==> config.mk <==
export PLATFORM = sky130hd
export DESIGN_NAME = abs_xfer_dev_flat
export DESIGN_NICKNAME = d
export VERILOG_FILES = /design/src/hw/abs_xfer_pkg.sv /design/src/hw/abs_xfer_if.sv /design/src/hw/abs_xfer_dev.sv /design/src/flat_wrapper.sv
export SDC_FILE = /design/constraint.sdc
export NUM_CORES = 1
export LEC_CHECK = 0
export BUFFER_PORTS_ARGS = -buffer_cell sky130_fd_sc_hd__buf_2
export CORE_MARGIN = 3
export CORE_UTILIZATION = 30
export DETAILED_ROUTE_END_ITERATION = 10
export PLACE_DENSITY = 0.45
export RECOVER_POWER = 25
export SLEW_MARGIN = 20
export SYNTH_ARGS = -nofsm -noshare
export SYNTH_HDL_FRONTEND = slang
export SYNTH_SLANG_ARGS = --single-unit
==> constraint.sdc <==
create_clock -name ref_clk_i -period 6.56 [get_ports ref_clk_i]
set_input_delay 0.656 -clock ref_clk_i [delete_from_list [all_inputs] [get_ports ref_clk_i]]
set_output_delay 0.656 -clock ref_clk_i [all_outputs]
set_load 0.02 [all_outputs]
==> src/hw/abs_xfer_pkg.sv <==
// Shared constants for the absolute position bit handshake
package abs_xfer_pkg;

   // Clock period of ref_clk_i
   localparam int CLK_PERIOD_NS = 50;

   // Link times in ns (plain defaults, tune per installation)
   localparam int ENABLE_SETTLE_TIME_NS  = 10000;   // Enable to first request, least
   localparam int ZERO_HOLD_TIME_NS      = 5000;    // Zeroing input hold, least
   localparam int REQUEST_TO_READY_NS    = 1000;    // Request low to ready high
   localparam int ACK_TO_RELEASE_NS      = 1000;    // Request high to ready low
   localparam int ACK_TIMEOUT_NS         = 1000000; // Ready high to missing ack, longest

   // Cycle counts: least times round up, the longest time rounds down
   localparam int ENABLE_SETTLE_CYC =
      (ENABLE_SETTLE_TIME_NS + CLK_PERIOD_NS - 1) / CLK_PERIOD_NS;
   localparam int ZERO_HOLD_CYC =
      (ZERO_HOLD_TIME_NS + CLK_PERIOD_NS - 1) / CLK_PERIOD_NS;
   localparam int REQUEST_TO_READY_CYC =
      (REQUEST_TO_READY_NS + CLK_PERIOD_NS - 1) / CLK_PERIOD_NS;
   localparam int ACK_TO_RELEASE_CYC =
      (ACK_TO_RELEASE_NS + CLK_PERIOD_NS - 1) / CLK_PERIOD_NS;
   localparam int ACK_TIMEOUT_CYC_DFLT = ACK_TIMEOUT_NS / CLK_PERIOD_NS;

   // Frame layout
   localparam int FRAME_BITS = 80;
   localparam int WORD_BITS  = 16;
   localparam int IDX_W      = 7;
   localparam logic [IDX_W-1:0] LAST_BIT  = 7'h4f;
   localparam logic [IDX_W-1:0] FIRST_BIT = 7'h00;

   // Checksum addends
   localparam logic [15:0] CSUM_ADD0          = 16'ha700;
   localparam logic [15:0] CSUM_ADD1          = 16'h605a;
   localparam logic [15:0] CSUM_ADD2          = 16'h30a5;
   localparam logic [15:0] CSUM_FINAL_FORMULA = 16'h5a06;
   localparam logic [15:0] CSUM_FINAL_LIST    = 16'h50a6;
   localparam logic [15:0] CSUM_FINAL         = CSUM_FINAL_FORMULA;

   // Field limits and parameter codes
   localparam logic [31:0] PULSE_MAX        = 32'h0040_0000;
   localparam logic [15:0] COORD_INIT_VALUE = 16'h0001;

   // Receive buffer
   localparam int FIFO_DEPTH = 8;

endpackage

==> src/hw/abs_xfer_if.sv <==
// Discrete pins between the controller and the drive
`timescale 1ns/1ns
interface abs_xfer_if;
   logic xfer_enable;    // Controller: transfer mode on, high
   logic bit_request_n;  // Controller: low asks for a bit, high acknowledges
   logic coord_zero;     // Controller: rising edge zeroes the coordinates
   logic bit_ready;      // Drive: bit_value is valid, high
   logic bit_value;      // Drive: one frame bit
   logic xfer_error;     // Drive: acknowledge timed out, high

   modport dev (input xfer_enable, bit_request_n, coord_zero,
                output bit_ready, bit_value, xfer_error);
   modport host (output xfer_enable, bit_request_n, coord_zero,
                 input bit_ready, bit_value, xfer_error);
endinterface

==> src/hw/abs_xfer_dev.sv <==
// Drive end: serves the 80-bit absolute position frame one bit per handshake
`timescale 1ns/1ns
module abs_xfer_dev
   import abs_xfer_pkg::*;
#(
   parameter int unsigned ACK_TIMEOUT_CYC = ACK_TIMEOUT_CYC_DFLT // Ack timeout in cycles
)(
   input  wire logic        ref_clk_i,     // 20 MHz clock
   input  wire logic        reset_n_i,     // Asynchronous reset, low
   input  wire logic        ce_i,          // Clock enable, low freezes all state
   abs_xfer_if.dev          link,          // Pins toward the controller
   input  wire logic [15:0] status_word_i, // Position status word
   input  wire logic [15:0] revolutions_i, // Signed revolution count
   input  wire logic [31:0] pulses_i,      // Encoder pulse count
   input  wire logic        param_wr_i,    // Init parameter write strobe
   input  wire logic [15:0] param_data_i,  // Init parameter write value
   input  wire logic        dflt_ready_i,  // Default function of the ready pin
   input  wire logic        dflt_value_i,  // Default function of the value pin
   input  wire logic        dflt_error_i,  // Default function of the error pin
   output logic             req_dflt_o,    // Request pin in its default role
   output logic             zero_dflt_o,   // Zeroing pin in its default role
   output logic             coord_init_o,  // Pulse: clear the encoder pulse count
   output logic             frame_done_o   // All 80 bits delivered
);

   ////////////////////////////////////////////////////////////////////////////
   // Types and constants

   typedef enum logic [5:0]
   {
      D_IDLE  = 6'b000001, // Transfer mode off
      D_WAIT  = 6'b000010, // Waiting for request low
      D_PREP  = 6'b000100, // Counting the request-to-ready delay
      D_READY = 6'b001000, // Ready high, waiting for acknowledge
      D_REL   = 6'b010000, // Counting the release delay
      D_DONE  = 6'b100000  // Frame complete
   } dev_state_type;

   localparam logic [31:0] READY_LAST   = 32'(REQUEST_TO_READY_CYC - 1);
   localparam logic [31:0] REL_LAST     = 32'(ACK_TO_RELEASE_CYC - 1);
   localparam logic [31:0] TIMEOUT_LAST = 32'(ACK_TIMEOUT_CYC - 1);

   ////////////////////////////////////////////////////////////////////////////
   // Declarations

   dev_state_type          state_q;     // Handshake state
   dev_state_type          state_d;
   logic                   err_q;       // Timed out; held until enable drops
   logic                   err_d;
   logic [31:0]            tmr_q;       // Shared delay counter
   logic [31:0]            tmr_d;
   logic [IDX_W-1:0]       idx_q;       // Next frame bit to send
   logic [IDX_W-1:0]       idx_d;
   logic [FRAME_BITS-1:0]  frame_q;     // Frame captured at enable
   logic                   zero_prev_q; // Zeroing pin last cycle
   logic                   ready_pin_q; // Ready pin flop
   logic                   value_pin_q; // Value pin flop
   logic                   error_pin_q; // Error pin flop

   wire                    en;          // Transfer mode active
   wire                    req_low;     // Controller asks for a bit
   wire                    zero_rise;   // Zeroing edge seen while enabled
   wire                    param_hit;   // Init parameter written with one
   wire [31:0]             pulse_sat;   // Pulse count limited to its range
   wire [15:0]             c0;          // Checksum chain stages
   wire [15:0]             c1;
   wire [15:0]             c2;
   wire [15:0]             csum;        // Final checksum
   wire [FRAME_BITS-1:0]   frame_d;     // Frame as it would be captured
   wire                    bit_sel;     // Current frame bit
   wire                    ready_pin_d;
   wire                    value_pin_d;
   wire                    error_pin_d;

   ////////////////////////////////////////////////////////////////////////////
   // Decode

   assign en        = link.xfer_enable;
   assign req_low   = ~link.bit_request_n;
   // Edge only counts in transfer mode; the pin has another role otherwise
   assign zero_rise = en & link.coord_zero & ~zero_prev_q;
   assign param_hit = param_wr_i & (param_data_i == COORD_INIT_VALUE);

   // Revolutions are already a 16-bit signed range; pulses are capped
   assign pulse_sat = (pulses_i > PULSE_MAX) ? PULSE_MAX : pulses_i;

   // Unsigned 16-bit arithmetic, carries dropped on purpose
   assign c0   = 16'(status_word_i + CSUM_ADD0) ^ revolutions_i;
   assign c1   = 16'(c0 + CSUM_ADD1) ^ pulse_sat[15:0];
   assign c2   = 16'(c1 + CSUM_ADD2) ^ pulse_sat[31:16];
   // Formula addend used; the alternative stays in the package for a swap
   assign csum = 16'(c2 + CSUM_FINAL);

   assign frame_d = {csum, pulse_sat, revolutions_i, status_word_i};

   // Ascending order from bit 0; past the end the line idles low
   assign bit_sel = (idx_q <= LAST_BIT) ? frame_q[idx_q] : 1'b0;

   // Pin functions follow the enable input
   assign ready_pin_d = en ? (state_d == D_READY || state_d == D_REL) : dflt_ready_i;
   assign value_pin_d = en ? bit_sel : dflt_value_i;
   assign error_pin_d = en ? err_d : dflt_error_i;

   ////////////////////////////////////////////////////////////////////////////
   // Handshake sequencing

   // Next state; enable low overrides everything below it
   always_comb
   begin
      state_d = state_q;
      err_d   = err_q;
      tmr_d   = tmr_q + 32'h1;
      idx_d   = idx_q;
      unique case (state_q)
         D_IDLE:
         begin
            tmr_d = '0;
            if (en)
               state_d = D_WAIT;
         end
         D_WAIT:
         begin
            tmr_d = '0;
            // Refuse new bits after a timeout until enable drops
            if (req_low && !err_q)
               state_d = D_PREP;
         end
         D_PREP:
         begin
            // Bit is already on the value pin; ready follows after the delay
            if (tmr_q == READY_LAST)
            begin
               state_d = D_READY;
               tmr_d   = '0;
            end
         end
         D_READY:
         begin
            if (!req_low)
            begin
               state_d = D_REL;
               tmr_d   = '0;
            end
            else if (tmr_q == TIMEOUT_LAST)
            begin
               // No acknowledge in time: stop and flag
               state_d = D_WAIT;
               err_d   = 1'b1;
            end
         end
         D_REL:
         begin
            if (tmr_q == REL_LAST)
            begin
               tmr_d   = '0;
               idx_d   = idx_q + 7'h1;
               state_d = (idx_q == LAST_BIT) ? D_DONE : D_WAIT;
            end
         end
         D_DONE:
         begin
            tmr_d = '0;
         end
      endcase
      if (!en)
      begin
         // Abort, rewind and clear the error
         state_d = D_IDLE;
         err_d   = 1'b0;
         idx_d   = FIRST_BIT;
         tmr_d   = '0;
      end
   end

   // State registers
   always_ff @(posedge ref_clk_i or negedge reset_n_i)
   begin
      if (!reset_n_i)
      begin
         state_q <= D_IDLE;
         err_q   <= 1'b0;
         tmr_q   <= '0;
         idx_q   <= FIRST_BIT;
      end
      else if (ce_i)
      begin
         state_q <= state_d;
         err_q   <= err_d;
         tmr_q   <= tmr_d;
         idx_q   <= idx_d;
      end
   end

   // Frame snapshot at the start of transfer mode so all 80 bits agree
   always_ff @(posedge ref_clk_i or negedge reset_n_i)
   begin
      if (!reset_n_i)
         frame_q <= '0;
      else if (ce_i && state_q == D_IDLE && en)
         frame_q <= frame_d;
   end

   ////////////////////////////////////////////////////////////////////////////
   // Pin and side outputs, all registered

   // Ready only rises once the bit has stood for the whole prep delay
   always_ff @(posedge ref_clk_i or negedge reset_n_i)
   begin
      if (!reset_n_i)
      begin
         ready_pin_q  <= 1'b0;
         value_pin_q  <= 1'b0;
         error_pin_q  <= 1'b0;
         zero_prev_q  <= 1'b0;
         req_dflt_o   <= 1'b1;
         zero_dflt_o  <= 1'b0;
         coord_init_o <= 1'b0;
         frame_done_o <= 1'b0;
      end
      else if (ce_i)
      begin
         ready_pin_q  <= ready_pin_d;
         value_pin_q  <= value_pin_d;
         error_pin_q  <= error_pin_d;
         zero_prev_q  <= link.coord_zero;
         // In transfer mode the default roles see idle levels
         req_dflt_o   <= en | link.bit_request_n;
         zero_dflt_o  <= ~en & link.coord_zero;
         coord_init_o <= zero_rise | param_hit;
         frame_done_o <= (state_d == D_DONE);
      end
   end

   assign link.bit_ready  = ready_pin_q;
   assign link.bit_value  = value_pin_q;
   assign link.xfer_error = error_pin_q;

endmodule

==> src/flat_wrapper.sv <==
// flat-port wrapper written by rule: the top's interface ports become plain ports
module abs_xfer_dev_flat import abs_xfer_pkg::*;
#(
   parameter int unsigned ACK_TIMEOUT_CYC = ACK_TIMEOUT_CYC_DFLT                         
)
  (ref_clk_i, reset_n_i, ce_i, status_word_i, revolutions_i, pulses_i, param_wr_i, param_data_i, dflt_ready_i, dflt_value_i, dflt_error_i, req_dflt_o, zero_dflt_o, coord_init_o, frame_done_o, link_xfer_enable, link_bit_request_n, link_coord_zero, link_bit_ready, link_bit_value, link_xfer_error);
  abs_xfer_if link_i ();
  input  wire logic ref_clk_i;
  input  wire logic reset_n_i;
  input  wire logic ce_i;
  input  wire logic [15:0] status_word_i;
  input  wire logic [15:0] revolutions_i;
  input  wire logic [31:0] pulses_i;
  input  wire logic param_wr_i;
  input  wire logic [15:0] param_data_i;
  input  wire logic dflt_ready_i;
  input  wire logic dflt_value_i;
  input  wire logic dflt_error_i;
  output logic req_dflt_o;
  output logic zero_dflt_o;
  output logic coord_init_o;
  output logic frame_done_o;
  input wire logic [$bits(link_i.xfer_enable)-1:0] link_xfer_enable;
  input wire logic [$bits(link_i.bit_request_n)-1:0] link_bit_request_n;
  input wire logic [$bits(link_i.coord_zero)-1:0] link_coord_zero;
  output wire logic [$bits(link_i.bit_ready)-1:0] link_bit_ready;
  output wire logic [$bits(link_i.bit_value)-1:0] link_bit_value;
  output wire logic [$bits(link_i.xfer_error)-1:0] link_xfer_error;
  assign link_i.xfer_enable = link_xfer_enable;
  assign link_i.bit_request_n = link_bit_request_n;
  assign link_i.coord_zero = link_coord_zero;
  assign link_bit_ready = link_i.bit_ready;
  assign link_bit_value = link_i.bit_value;
  assign link_xfer_error = link_i.xfer_error;
  abs_xfer_dev #(.ACK_TIMEOUT_CYC(ACK_TIMEOUT_CYC)) u_core (.ref_clk_i(ref_clk_i), .reset_n_i(reset_n_i), .ce_i(ce_i), .link(link_i), .status_word_i(status_word_i), .revolutions_i(revolutions_i), .pulses_i(pulses_i), .param_wr_i(param_wr_i), .param_data_i(param_data_i), .dflt_ready_i(dflt_ready_i), .dflt_value_i(dflt_value_i), .dflt_error_i(dflt_error_i), .req_dflt_o(req_dflt_o), .zero_dflt_o(zero_dflt_o), .coord_init_o(coord_init_o), .frame_done_o(frame_done_o));
endmodule
==> impl_metrics.env, run 1 <==
export IMPL_cp_depth=1
export IMPL_total_power_w=0.00281
export IMPL_fp_dieArea_sq_um=29800
export IMPL_dr_pass1_iters=5
export IMPL_startpoint="reset_n_i"
export IMPL_synth_main_ff_cell="dfrtp_1"
export IMPL_worstHoldPathType="reg2reg"
export IMPL_synth_top_area_share=0.397
export IMPL_syn_area_per_cell_sq_um=9.71
export IMPL_critPathKind="in2async"
export IMPL_fmax_ghz=0.222
export IMPL_fin_setup_tns_ns=0
export IMPL_antenna_found_initial=0
export IMPL_ctsResizeCount=0
export IMPL_violations="capacitance limit, slew limit"
export IMPL_wl_mm=22.2
export IMPL_core_area_sq_um=27100
export IMPL_tightestPinTransition_ns=4.65
export IMPL_die_h_microns=173
export IMPL_yosys_warnings=0
export IMPL_critPathTopFamily="buffers and inverters"
export IMPL_r2r_slack_ns=3.00
export IMPL_crit_end="u_core.frame_q[40]"
export IMPL_required_ns=5.98
export IMPL_grt_setup_unrepaired="false"
export IMPL_cts_sinks=134
export IMPL_yosysMostFrequentCell="dfrtp_1"
export IMPL_r2r_cells=9
export IMPL_clock_path_buffers=2
export IMPL_crit_fanout=83
export IMPL_stdcell_count=1316
export IMPL_synth_edf_count=0
export IMPL_vias_per_cell=5.01
export IMPL_area_delta_synth_final_pct=16.4
export IMPL_slew_headroom=-2.10
export IMPL_netlist_instances=857
export IMPL_worstSetupEndpointType="asynchronous set/reset pin"
export IMPL_seq_area_frac_synth=0.403
export IMPL_grt_pass1_wl_mm=36.7
export IMPL_start_util=0.307
export IMPL_slew_viol_final=84
export IMPL_num_io_pins=97
export IMPL_cp_start_kind="primary input"
export IMPL_grt_pass1_vias=6678
export IMPL_min_period_ns=4.50
export IMPL_drv_cap=1
export IMPL_avgRoutedWirePerCell_microns=16.9
export IMPL_rows=60
export IMPL_cts_root_buf="clkbuf_16"
export IMPL_power_density_nw_per_um2=290
export IMPL_post_place_cells=1284
export IMPL_route_detailed_drc=0
export IMPL_htreeDepth=4
export IMPL_post_cts_buffers=0
export IMPL_r2r_start="u_core.tmr_q[10]"
export IMPL_routabilityCongestion=0.826
export IMPL_grt_start_max_net_pins=84
export IMPL_max_stage_delay_ns=3.19
export IMPL_cts_hold_buffers=0
export IMPL_synthDistinctLibCells=74
export IMPL_die_w_microns=173
export IMPL_timing_rr_end="u_core.tmr_q[15]"
export IMPL_diodes=0
export IMPL_hold_viol=0
export IMPL_status="finished with violations"
export IMPL_nNetsFinal=1027
export IMPL_path_cells="clkbuf_1"
export IMPL_track_usage=0.153
export IMPL_syn_nets=953
export IMPL_port_buffers=96
export IMPL_ant_nets=0
export IMPL_crit_buf_inv=1
export IMPL_numCtsBuffers=17
export IMPL_final_layout_size_suffix_gt1_frac=0.230
export IMPL_netlist_top_cells_count="dfrtp_1, nand2_1, o21ai_0, xnor2_1, nor2_1"
export IMPL_fin_crit_sh=0.686
export IMPL_synthArstFlopShare=1.00
export IMPL_finalSetupViolCount=0
export IMPL_final_core_util=0.358
export IMPL_drt_initial_drc_count=392
export IMPL_ir_drop_v=0.000153
export IMPL_clk_latency_ns=0.43
export IMPL_tritoncts="yes"
export IMPL_synth_top_cells_by_area="dfrtp_1, mux4_2, o21ai_0"
export IMPL_worstPathArrival_ns=3.92
export IMPL_min_from="u_core.frame_q[79]"
export IMPL_cellLeakagePower_nw=4.01
export IMPL_path_clk_slew_ns=0.06
export IMPL_syn_cell_area_sq_um=8330
export IMPL_globalRouteOverflowTotal=0
export IMPL_synth_largest_area_cell="dfrtp_1"
export IMPL_ys_ff_latch=134
export IMPL_skew_ns=0.0152
export IMPL_vias=6599
export IMPL_critical_path_slowest_cell="clkbuf_1"
export IMPL_dp_hpwl_mm=15.9
[through the flow]
step,setup WS [ns],hold WS (ns),area [sq um]
after floorplan,2.84,0.360,8330
after global placement,1.91,0.461,9130
after detailed placement,1.80,0.469,9130
after CTS,2.25,0.333,9700
after global routing,0.992,0.465,9690
final,2.06,0.479,9690
[layout by cell type, fill, tap and decap left out, types with 3 or more instances in the layout]
| master | n |
|---|---|
| a22o_1 | 7 |
| o2bb2ai_1 | 8 |
| nor4_1 | 15 |
| and2_1 | 15 |
| nor2_1 | 45 |
| o21ai_1 | 4 |
| nor3_1 | 18 |
| nor2b_1 | 4 |
| xor2_2 | 4 |
| nand2_1 | 102 |
| o211ai_1 | 4 |
| nor4b_1 | 3 |
| or3_1 | 7 |
| o31ai_1 | 9 |
| inv_6 | 7 |
| nor3b_1 | 4 |
| a21oi_1 | 22 |
| clkbuf_16 | 17 |
| a211oi_1 | 4 |
| clkinvlp_4 | 4 |
| mux2i_1 | 4 |
| xnor2_1 | 53 |
| buf_2 | 95 |
| xor2_1 | 30 |
| buf_4 | 4 |
| a31oi_1 | 13 |
| o21ai_0 | 93 |
| a31o_2 | 3 |
| and4_1 | 4 |
| a21o_1 | 3 |
| nand4b_1 | 4 |
| nand2b_1 | 11 |
| and3_1 | 20 |
| dfrtp_1 | 132 |
| ha_1 | 6 |
| nand3_1 | 28 |
| mux4_2 | 26 |
| nand4_1 | 10 |
| inv_1 | 18 |
| mux2_2 | 35 |
[layout make-up]
type | instances | area (sq um)
repair buffers | 100 | 509
multi-input cells | 659 | 4720
clock inverters | 14 | 138
well taps | 372 | 465
flip-flops and latches | 134 | 3360
inverters | 19 | 71.3
fillers | 2815 | 17400
clock buffers | 18 | 429
[power breakdown]
part / total, W / switching, W / internal [W]
Combinational: 0.000781 / 0.000406 / 0.000375
Sequential: 0.00109 / 0.0000971 / 0.000990
Clock: 0.000940 / 0.000408 / 0.000532
[sequential cells by signal (all words and copies together) (netlist names)]
name	cells
u_core.frame_q	80
u_core.tmr_q	32
u_core.idx_q	7
u_core.state_q	6
u_core.coord_init_o	1
u_core.err_q	1
u_core.frame_done_o	1
u_core.link.bit_ready	1
u_core.link.bit_value	1
u_core.link.xfer_error	1
u_core.req_dflt_o	1
u_core.zero_dflt_o	1
u_core.zero_prev_q	1
[routing by layer]
layer  up-vias  wire (microns)  global-route usage
met5         -               0                   0
met4         0             170              0.0368
met3        10             732              0.0338
met2       112           10100               0.236
met1      3211           11200               0.219
li1       3266               -                   -
[worst min-delay path by stage]
stage	to	slack, ns	depth (start not counted)
floorplan	u_core.coord_init_o	0.36	0
finish	u_core.frame_q[79]	0.48	2
CTS	u_core.tmr_q[30]	0.33	1
global route	u_core.link.bit_value	0.46	3
detailed placement	u_core.frame_q[61]	0.47	1
global placement	u_core.frame_q[74]	0.46	2
[cell families (layout without fill, tap and decap cells)]
kind of cell	count (synthesis)	in the layout	synth area share
DFF	134	134	0.403
AOI/OAI and AO/OA	193	193	0.147
xor gates and xnor gates	89	89	0.101
adders and majority gates	6	6	0.00902
muxes	65	65	0.122
and+or+nand+nor	306	306	0.188
buffers and inverters	64	151	0.0301
Power figures use the tool's default switching activity.
==> run 2: changes to the inputs <==
Settings changed: ABC_AREA set to 1, PLACE_DENSITY 0.45 to 0.44.
Clock period 6.56 ns to 4.3 ns, I/O delays scaled along.
==> impl_metrics.env, run 2 <==
export IMPL_status="finished with violations"
export IMPL_violations="capacitance limit, slew limit"
export IMPL_fillers=3240
export IMPL_htreeDepth=4
export IMPL_rows=62
export IMPL_globalRouteOverflowTotal=0
export IMPL_synthDistinctLibCells=55
export IMPL_grt_start_max_net_pins=79
export IMPL_numCtsBuffers=17
export IMPL_tightestPinTransition_ns=2.10
export IMPL_route_detailed_drc=0
export IMPL_p_clk_frac=0.323
export IMPL_synth_largest_area_cell="dfrtp_1"
export IMPL_final_layout_size_suffix_gt1_frac=0.155
export IMPL_start_util=0.308
export IMPL_tritoncts="yes"
export IMPL_clk_latency_ns=0.42
export IMPL_fin_crit_sh=0.697
export IMPL_vias_per_cell=4.75
export IMPL_worstSetupEndpointType="register"
export IMPL_final_cell_mix="nand2_1, inv_1, dfrtp_1"
export IMPL_synthArstFlopShare=1.00
export IMPL_ir_drop_v=0.000278
export IMPL_switching_power_w=0.00171
export IMPL_clock_path_buffers=2
export IMPL_critical_path_slowest_cell="nand3b_2"
export IMPL_p_sw_frac=0.365
export IMPL_fmax_ghz=0.334
export IMPL_crit_fanout=24
export IMPL_hold_viol=0
export IMPL_core_area_sq_um=29100
export IMPL_crit_top_cell="nand2_1"
export IMPL_worstHoldPathType="in2reg"
export IMPL_netlist_instances=1273
export IMPL_cp_start_kind="primary input"
export IMPL_required_ns=4.61
export IMPL_grt_pass1_vias=8092
export IMPL_fin_setup_tns_ns=0
export IMPL_synth_main_ff_cell="dfrtp_1"
export IMPL_ctsResizeCount=0
export IMPL_path_clk_slew_ns=0.06
export IMPL_ant_nets=0
export IMPL_grt_pass1_wl_mm=43.9
export IMPL_port_buffers=96
export IMPL_syn_cell_area_sq_um=8970
export IMPL_max_stage_delay_ns=0.24
export IMPL_final_common_cell="nand2_1"
export IMPL_die_h_microns=179
export IMPL_fp_dieArea_sq_um=32000
export IMPL_syn_nets=1369
export IMPL_yosysMostFrequentCell="nand2_1"
export IMPL_top_regs="u_core.frame_q (80), u_core.tmr_q (32), u_core.idx_q (7)"
export IMPL_cts_root_buf="clkbuf_16"
export IMPL_cellLeakagePower_nw=4.92
export IMPL_critPathTopFamily="simple AND/OR/NAND/NOR gates"
export IMPL_syn_area_per_cell_sq_um=7.05
export IMPL_drv_cap=1
export IMPL_diodes=0
export IMPL_p_seq_frac=0.359
export IMPL_critPathKind="in2reg"
export IMPL_post_place_cells=1723
export IMPL_antenna_found_initial=0
export IMPL_stdcell_count=1755
export IMPL_slew_headroom=-0.400
export IMPL_seq_area_frac_synth=0.374
export IMPL_synth_top_area_share=0.368
export IMPL_synth_top_cells_by_area="dfrtp_1, nand2_1, inv_1"
export IMPL_post_cts_buffers=0
export IMPL_slew_viol_final=79
export IMPL_finalSetupViolCount=0
export IMPL_netlist_top_cells_count="nand2_1, inv_1, dfrtp_1, o21ai_0, nor2_1"
export IMPL_avgRoutedWirePerCell_microns=15.4
export IMPL_power_density_nw_per_um2=447
export IMPL_p_int_w=0.00297
export IMPL_top_register="u_core.frame_q"
export IMPL_wl_mm=27.1
export IMPL_drt_initial_drc_count=562
export IMPL_worstPathArrival_ns=3.31
export IMPL_yosys_warnings=0
export IMPL_cts_hold_buffers=0
export IMPL_skew_ns=0.0108
export IMPL_ys_ff_latch=134
export IMPL_largest_reg_flops=80
export IMPL_nNetsFinal=1454
export IMPL_track_usage=0.174
export IMPL_routabilityCongestion=0.812
export IMPL_synth_edf_count=0
export IMPL_vias=8345
export IMPL_area_delta_synth_final_pct=16.4
export IMPL_dr_pass1_iters=5
export IMPL_die_w_microns=179
export IMPL_pwr_share_comb=0.319
export IMPL_crit_buf_inv=3
export IMPL_cts_sinks=134
export IMPL_grt_setup_unrepaired="false"
export IMPL_dp_hpwl_mm=19.9
export IMPL_num_io_pins=97
export IMPL_min_period_ns=3.00
run 2: changes by cell type in the layout (fill, tap and decap cells not counted), sizes merged, moves of 15 or more:
cell | previous run | this run
xnor2 | 53 | 7
mux4 | 26 | 0
mux2 | 35 | 0
nand3 | 29 | 99
nand2 | 102 | 356
a21oi | 22 | 38
inv | 27 | 169
xor2 | 34 | 49
o21ai | 98 | 125
and3 | 21 | 0
o22ai | 2 | 23
nor2 | 46 | 112
run 2: kinds of logic after synthesis:
logic type,count (synthesis),share of synthesized area
xor gates and xnor gates,56,0.0605
adders and majority gates,6,0.00837
DFF,134,0.374
AOI/OAI and AO/OA,222,0.140
buffers and inverters,212,0.0909
and+or+nand+nor,643,0.326
run 2: path summary, 6_finish.rpt:
kind	startpoint	to	slack (ns)	cells past startpoint
max	pulses_i[0]	u_core.frame_q[79]	1.30	25
min	revolutions_i[0]	u_core.frame_q[16]	0.24	3
min reg2reg	u_core.frame_q[4]	u_core.frame_q[4]	0.47	2
max reg2reg	u_core.tmr_q[0]	u_core.tmr_q[28]	1.32	15
min in group asynchronous	reset_n_i	u_core.tmr_q[14]	0.59	1
max in group asynchronous	reset_n_i	u_core.tmr_q[5]	2.28	2
run 2: area by class of cell:
class / instances / area [sq um] / area share
clock inverter: 9 / 125 / 0.0120
timing repair buffer: 108 / 571 / 0.0546
multi-input combinational: 927 / 4810 / 0.460
sequential: 134 / 3360 / 0.321
clock buffer: 23 / 468 / 0.0448
tap: 384 / 480 / 0.0460
inverter: 170 / 638 / 0.0611
run 2: power groups by stage:
| stage | sequential [W] | clock, W | combinational (W) |
|---|---|---|---|
| 6_report | 0.00168 | 0.00151 | 0.00149 |
| 5_1_grt | 0.00171 | 0.00160 | 0.00172 |
| 4_1_cts | 0.00167 | 0.00155 | 0.00151 |
| 3_5_place_dp | 0.00169 | 0 | 0.00150 |
| 3_3_place_gp | 0.00169 | 0 | 0.00150 |
| 2_1_floorplan | 0.00165 | 0 | 0.00106 |
run 2: stage by stage:
step	cell area (sq um)	util	hold slack (ns)	total power [W]	worst slack (ns)
after floorplan	8970	-	0.134	0.00272	1.46
final	10400	0.359	0.240	0.00467	1.30
after detailed placement	9860	0.339	0.456	0.00319	0.809
after global placement	9860	0.339	0.452	0.00319	0.877
after CTS	10500	0.359	0.0880	0.00473	1.27
after global routing	10400	0.359	0.238	0.00503	0.881
run 2: metal layers:
| layer | GRT usage | up-vias | part of all wire |
|---|---|---|---|
| met4 | 0.0396 | 0 | 0.012 |
| met1 | 0.244 | 3880 | 0.48 |
| li1 | - | 4311 | - |
| met2 | 0.284 | 136 | 0.47 |
| met5 | 0 | - | 0 |
| met3 | 0.0258 | 18 | 0.036 |
run 2: worst reg2reg max path, cell delays in order, from the launching register on:
cell     delay, ns
dfrtp_1       0.40
ha_1          0.25
nand3_2       0.13
inv_1         0.07
nand3_1       0.10
nor2_1        0.18
nand3_1       0.22
nor2_2        0.24
nand4_1       0.20
nor4_2        0.26
nand2_1       0.10
nor3_1        0.25
xor2_1        0.20
o21ai_0       0.09
nand3_1       0.10
o21ai_0       0.08
==> run 3: changes to the inputs <==
Settings changed: ABC_AREA 1 to 0, PLACE_DENSITY 0.44 to 0.46.
Clock period 4.3 ns to 2.55 ns, I/O delays scaled along.
==> impl_metrics.env, run 3 (same netlist as run 1, synthesis figures left out) <==
export IMPL_fin_crit_sh=1.09
export IMPL_m1WireLength_mm=11.3
export IMPL_skew_ns=0.0107
export IMPL_final_core_util=0.462
export IMPL_min_path_cells=2
export IMPL_worstHoldPathType="in2reg"
export IMPL_area_delta_synth_final_pct=50.3
export IMPL_r2r_slack_ns=-0.20
export IMPL_htreeDepth=4
export IMPL_port_buffers=96
export IMPL_dp_slack_ns=-0.736
export IMPL_antenna_found_initial=0
export IMPL_hold_viol=0
export IMPL_cp_start_kind="primary input"
export IMPL_wl_mm=24.3
export IMPL_final_cell_mix="buf_4, dfrtp_1, nand2_1"
export IMPL_required_ns=2.86
export IMPL_diodes=0
export IMPL_num_io_pins=97
export IMPL_grt_pass1_wl_mm=39.6
export IMPL_worstPathArrival_ns=3.08
export IMPL_timing_rr_end="u_core.idx_q[5]"
export IMPL_vias=7486
export IMPL_r2r_cells=9
export IMPL_min_from="revolutions_i[14]"
export IMPL_rows=60
export IMPL_avgRoutedWirePerCell_microns=15.6
export IMPL_ant_nets=0
export IMPL_largest_reg_flops=80
export IMPL_path_clk_slew_ns=0.06
export IMPL_start_util=0.307
export IMPL_die_w_microns=173
export IMPL_ir_drop_v=0.000483
export IMPL_nNetsFinal=1264
export IMPL_core_area_sq_um=27100
export IMPL_critPathKind="in2reg"
export IMPL_tightestPinTransition_ns=1.53
export IMPL_clk_latency_ns=0.43
export IMPL_worst_slack_ns=-0.218
export IMPL_routabilityCongestion=0.843
export IMPL_cellLeakagePower_nw=5.49
export IMPL_globalRouteOverflowTotal=0
export IMPL_grt_start_max_net_pins=66
export IMPL_fmax_ghz=0.361
export IMPL_cts_sinks=134
export IMPL_min_period_ns=2.77
export IMPL_route_detailed_drc=0
export IMPL_clock_path_buffers=2
export IMPL_final_layout_size_suffix_gt1_frac=0.460
export IMPL_dr_pass1_iters=5
export IMPL_numCtsBuffers=17
export IMPL_min_to="u_core.frame_q[30]"
export IMPL_wl_met3_microns=653
export IMPL_top_regs="u_core.frame_q (80), u_core.tmr_q (32), u_core.idx_q (7)"
export IMPL_r2r_start="u_core.tmr_q[3]"
export IMPL_power_density_nw_per_um2=682
export IMPL_die_h_microns=173
export IMPL_violations="capacitance limit, slew limit, setup timing"
export IMPL_drt_initial_drc_count=326
export IMPL_grt_pass1_vias=7718
export IMPL_vias_per_cell=4.82
export IMPL_tritoncts="yes"
export IMPL_cts_root_buf="clkbuf_16"
export IMPL_worstSetupEndpointType="register"
export IMPL_drv_cap=1
export IMPL_slew_headroom=-0.0175
export IMPL_top_register="u_core.frame_q"
export IMPL_track_usage=0.164
export IMPL_slew_viol_final=57
export IMPL_final_common_cell="buf_4"
export IMPL_grt_setup_unrepaired="true"
export IMPL_dp_hpwl_mm=17.7
export IMPL_crit_fanout=6
export IMPL_wl_met2_mm=12.2
export IMPL_top_layer_used="met4"
export IMPL_fp_dieArea_sq_um=29800
export IMPL_finalSetupViolCount=43
export IMPL_status="finished with violations"
[run 3: how the worst max path moves through the flow]
stage               slack (ns)                    end        startpoint  depth (start not counted)
global route             -0.37     u_core.frame_q[79]       pulses_i[4]                         14
global placement         -0.70     u_core.frame_q[79]  status_word_i[9]                         16
floorplan                -0.43     u_core.frame_q[79]      pulses_i[30]                         16
detailed placement       -0.74     u_core.frame_q[79]      pulses_i[22]                         17
finish                   -0.22     u_core.frame_q[79]  status_word_i[1]                         13
CTS                      -0.22  u_core.link.bit_value   u_core.idx_q[0]                          8
[run 3: cell type report]
class	count	area, sq um
Multi-Input combinational cell	659	5370
Tap cell	372	465
Inverter	19	73.8
Timing Repair Buffer	337	2610
Sequential cell	134	3360
Clock inverter	14	199
Fill cell	2560	14600
Clock buffer	18	439
[run 3: through the flow]
stage | instances | setup TNS, ns | hold slack (ns) | power [W] | cell area [sq um]
2_1_floorplan | 857 | -2.58 | -0.0406 | 0.00436 | 8540
3_3_place_gp | 1477 | -11.99 | 0.282 | 0.00537 | 10800
3_5_place_dp | 1477 | -11.51 | 0.273 | 0.00542 | 10800
4_1_cts | 1538 | -3.44 | 0.0606 | 0.00844 | 12100
5_1_grt | 1553 | -11.34 | 0.0735 | 0.00905 | 12500
6_report | 1553 | -4.37 | 0.0881 | 0.00853 | 12500
[run 3: report_power, final]
group / total [W] / switching [W] / internal, W
Sequential: 0.00278 / 0.000233 / 0.00255
Combinational: 0.00306 / 0.00135 / 0.00171
Clock: 0.00269 / 0.00101 / 0.00167
[run 3: what timing repair did]
item | 4_1_cts | 5_1_grt
hold buffers | 1 | 0
buffers inserted | 32 | 18
gates resized for setup | 96 | 70
hold endpoints to repair | 52 | 0
endpoints found under the setup margin | 47 | 57
cloned | 4 | 0
pin swaps | 42 | 27
[run 3: critical path, cell delays in order]
cell and delay, ns:
buf_4 0.13, xor2_4 0.29, a211oi_4 0.12, o21a_4 0.22, nor3b_2 0.18, xnor3_1 0.38
a2111o_1 0.48, o31ai_4 0.23, xor2_2 0.21, inv_2 0.07, a221oi_2 0.30, xnor2_1 0.15
o21ai_1 0.07
[run 3: routing by layer]
metal	vias up	global-route usage
li1	3741	-
met1	3628	0.220
met2	104	0.274
met3	13	0.0303
met4	0	0.0416
met5	-	0
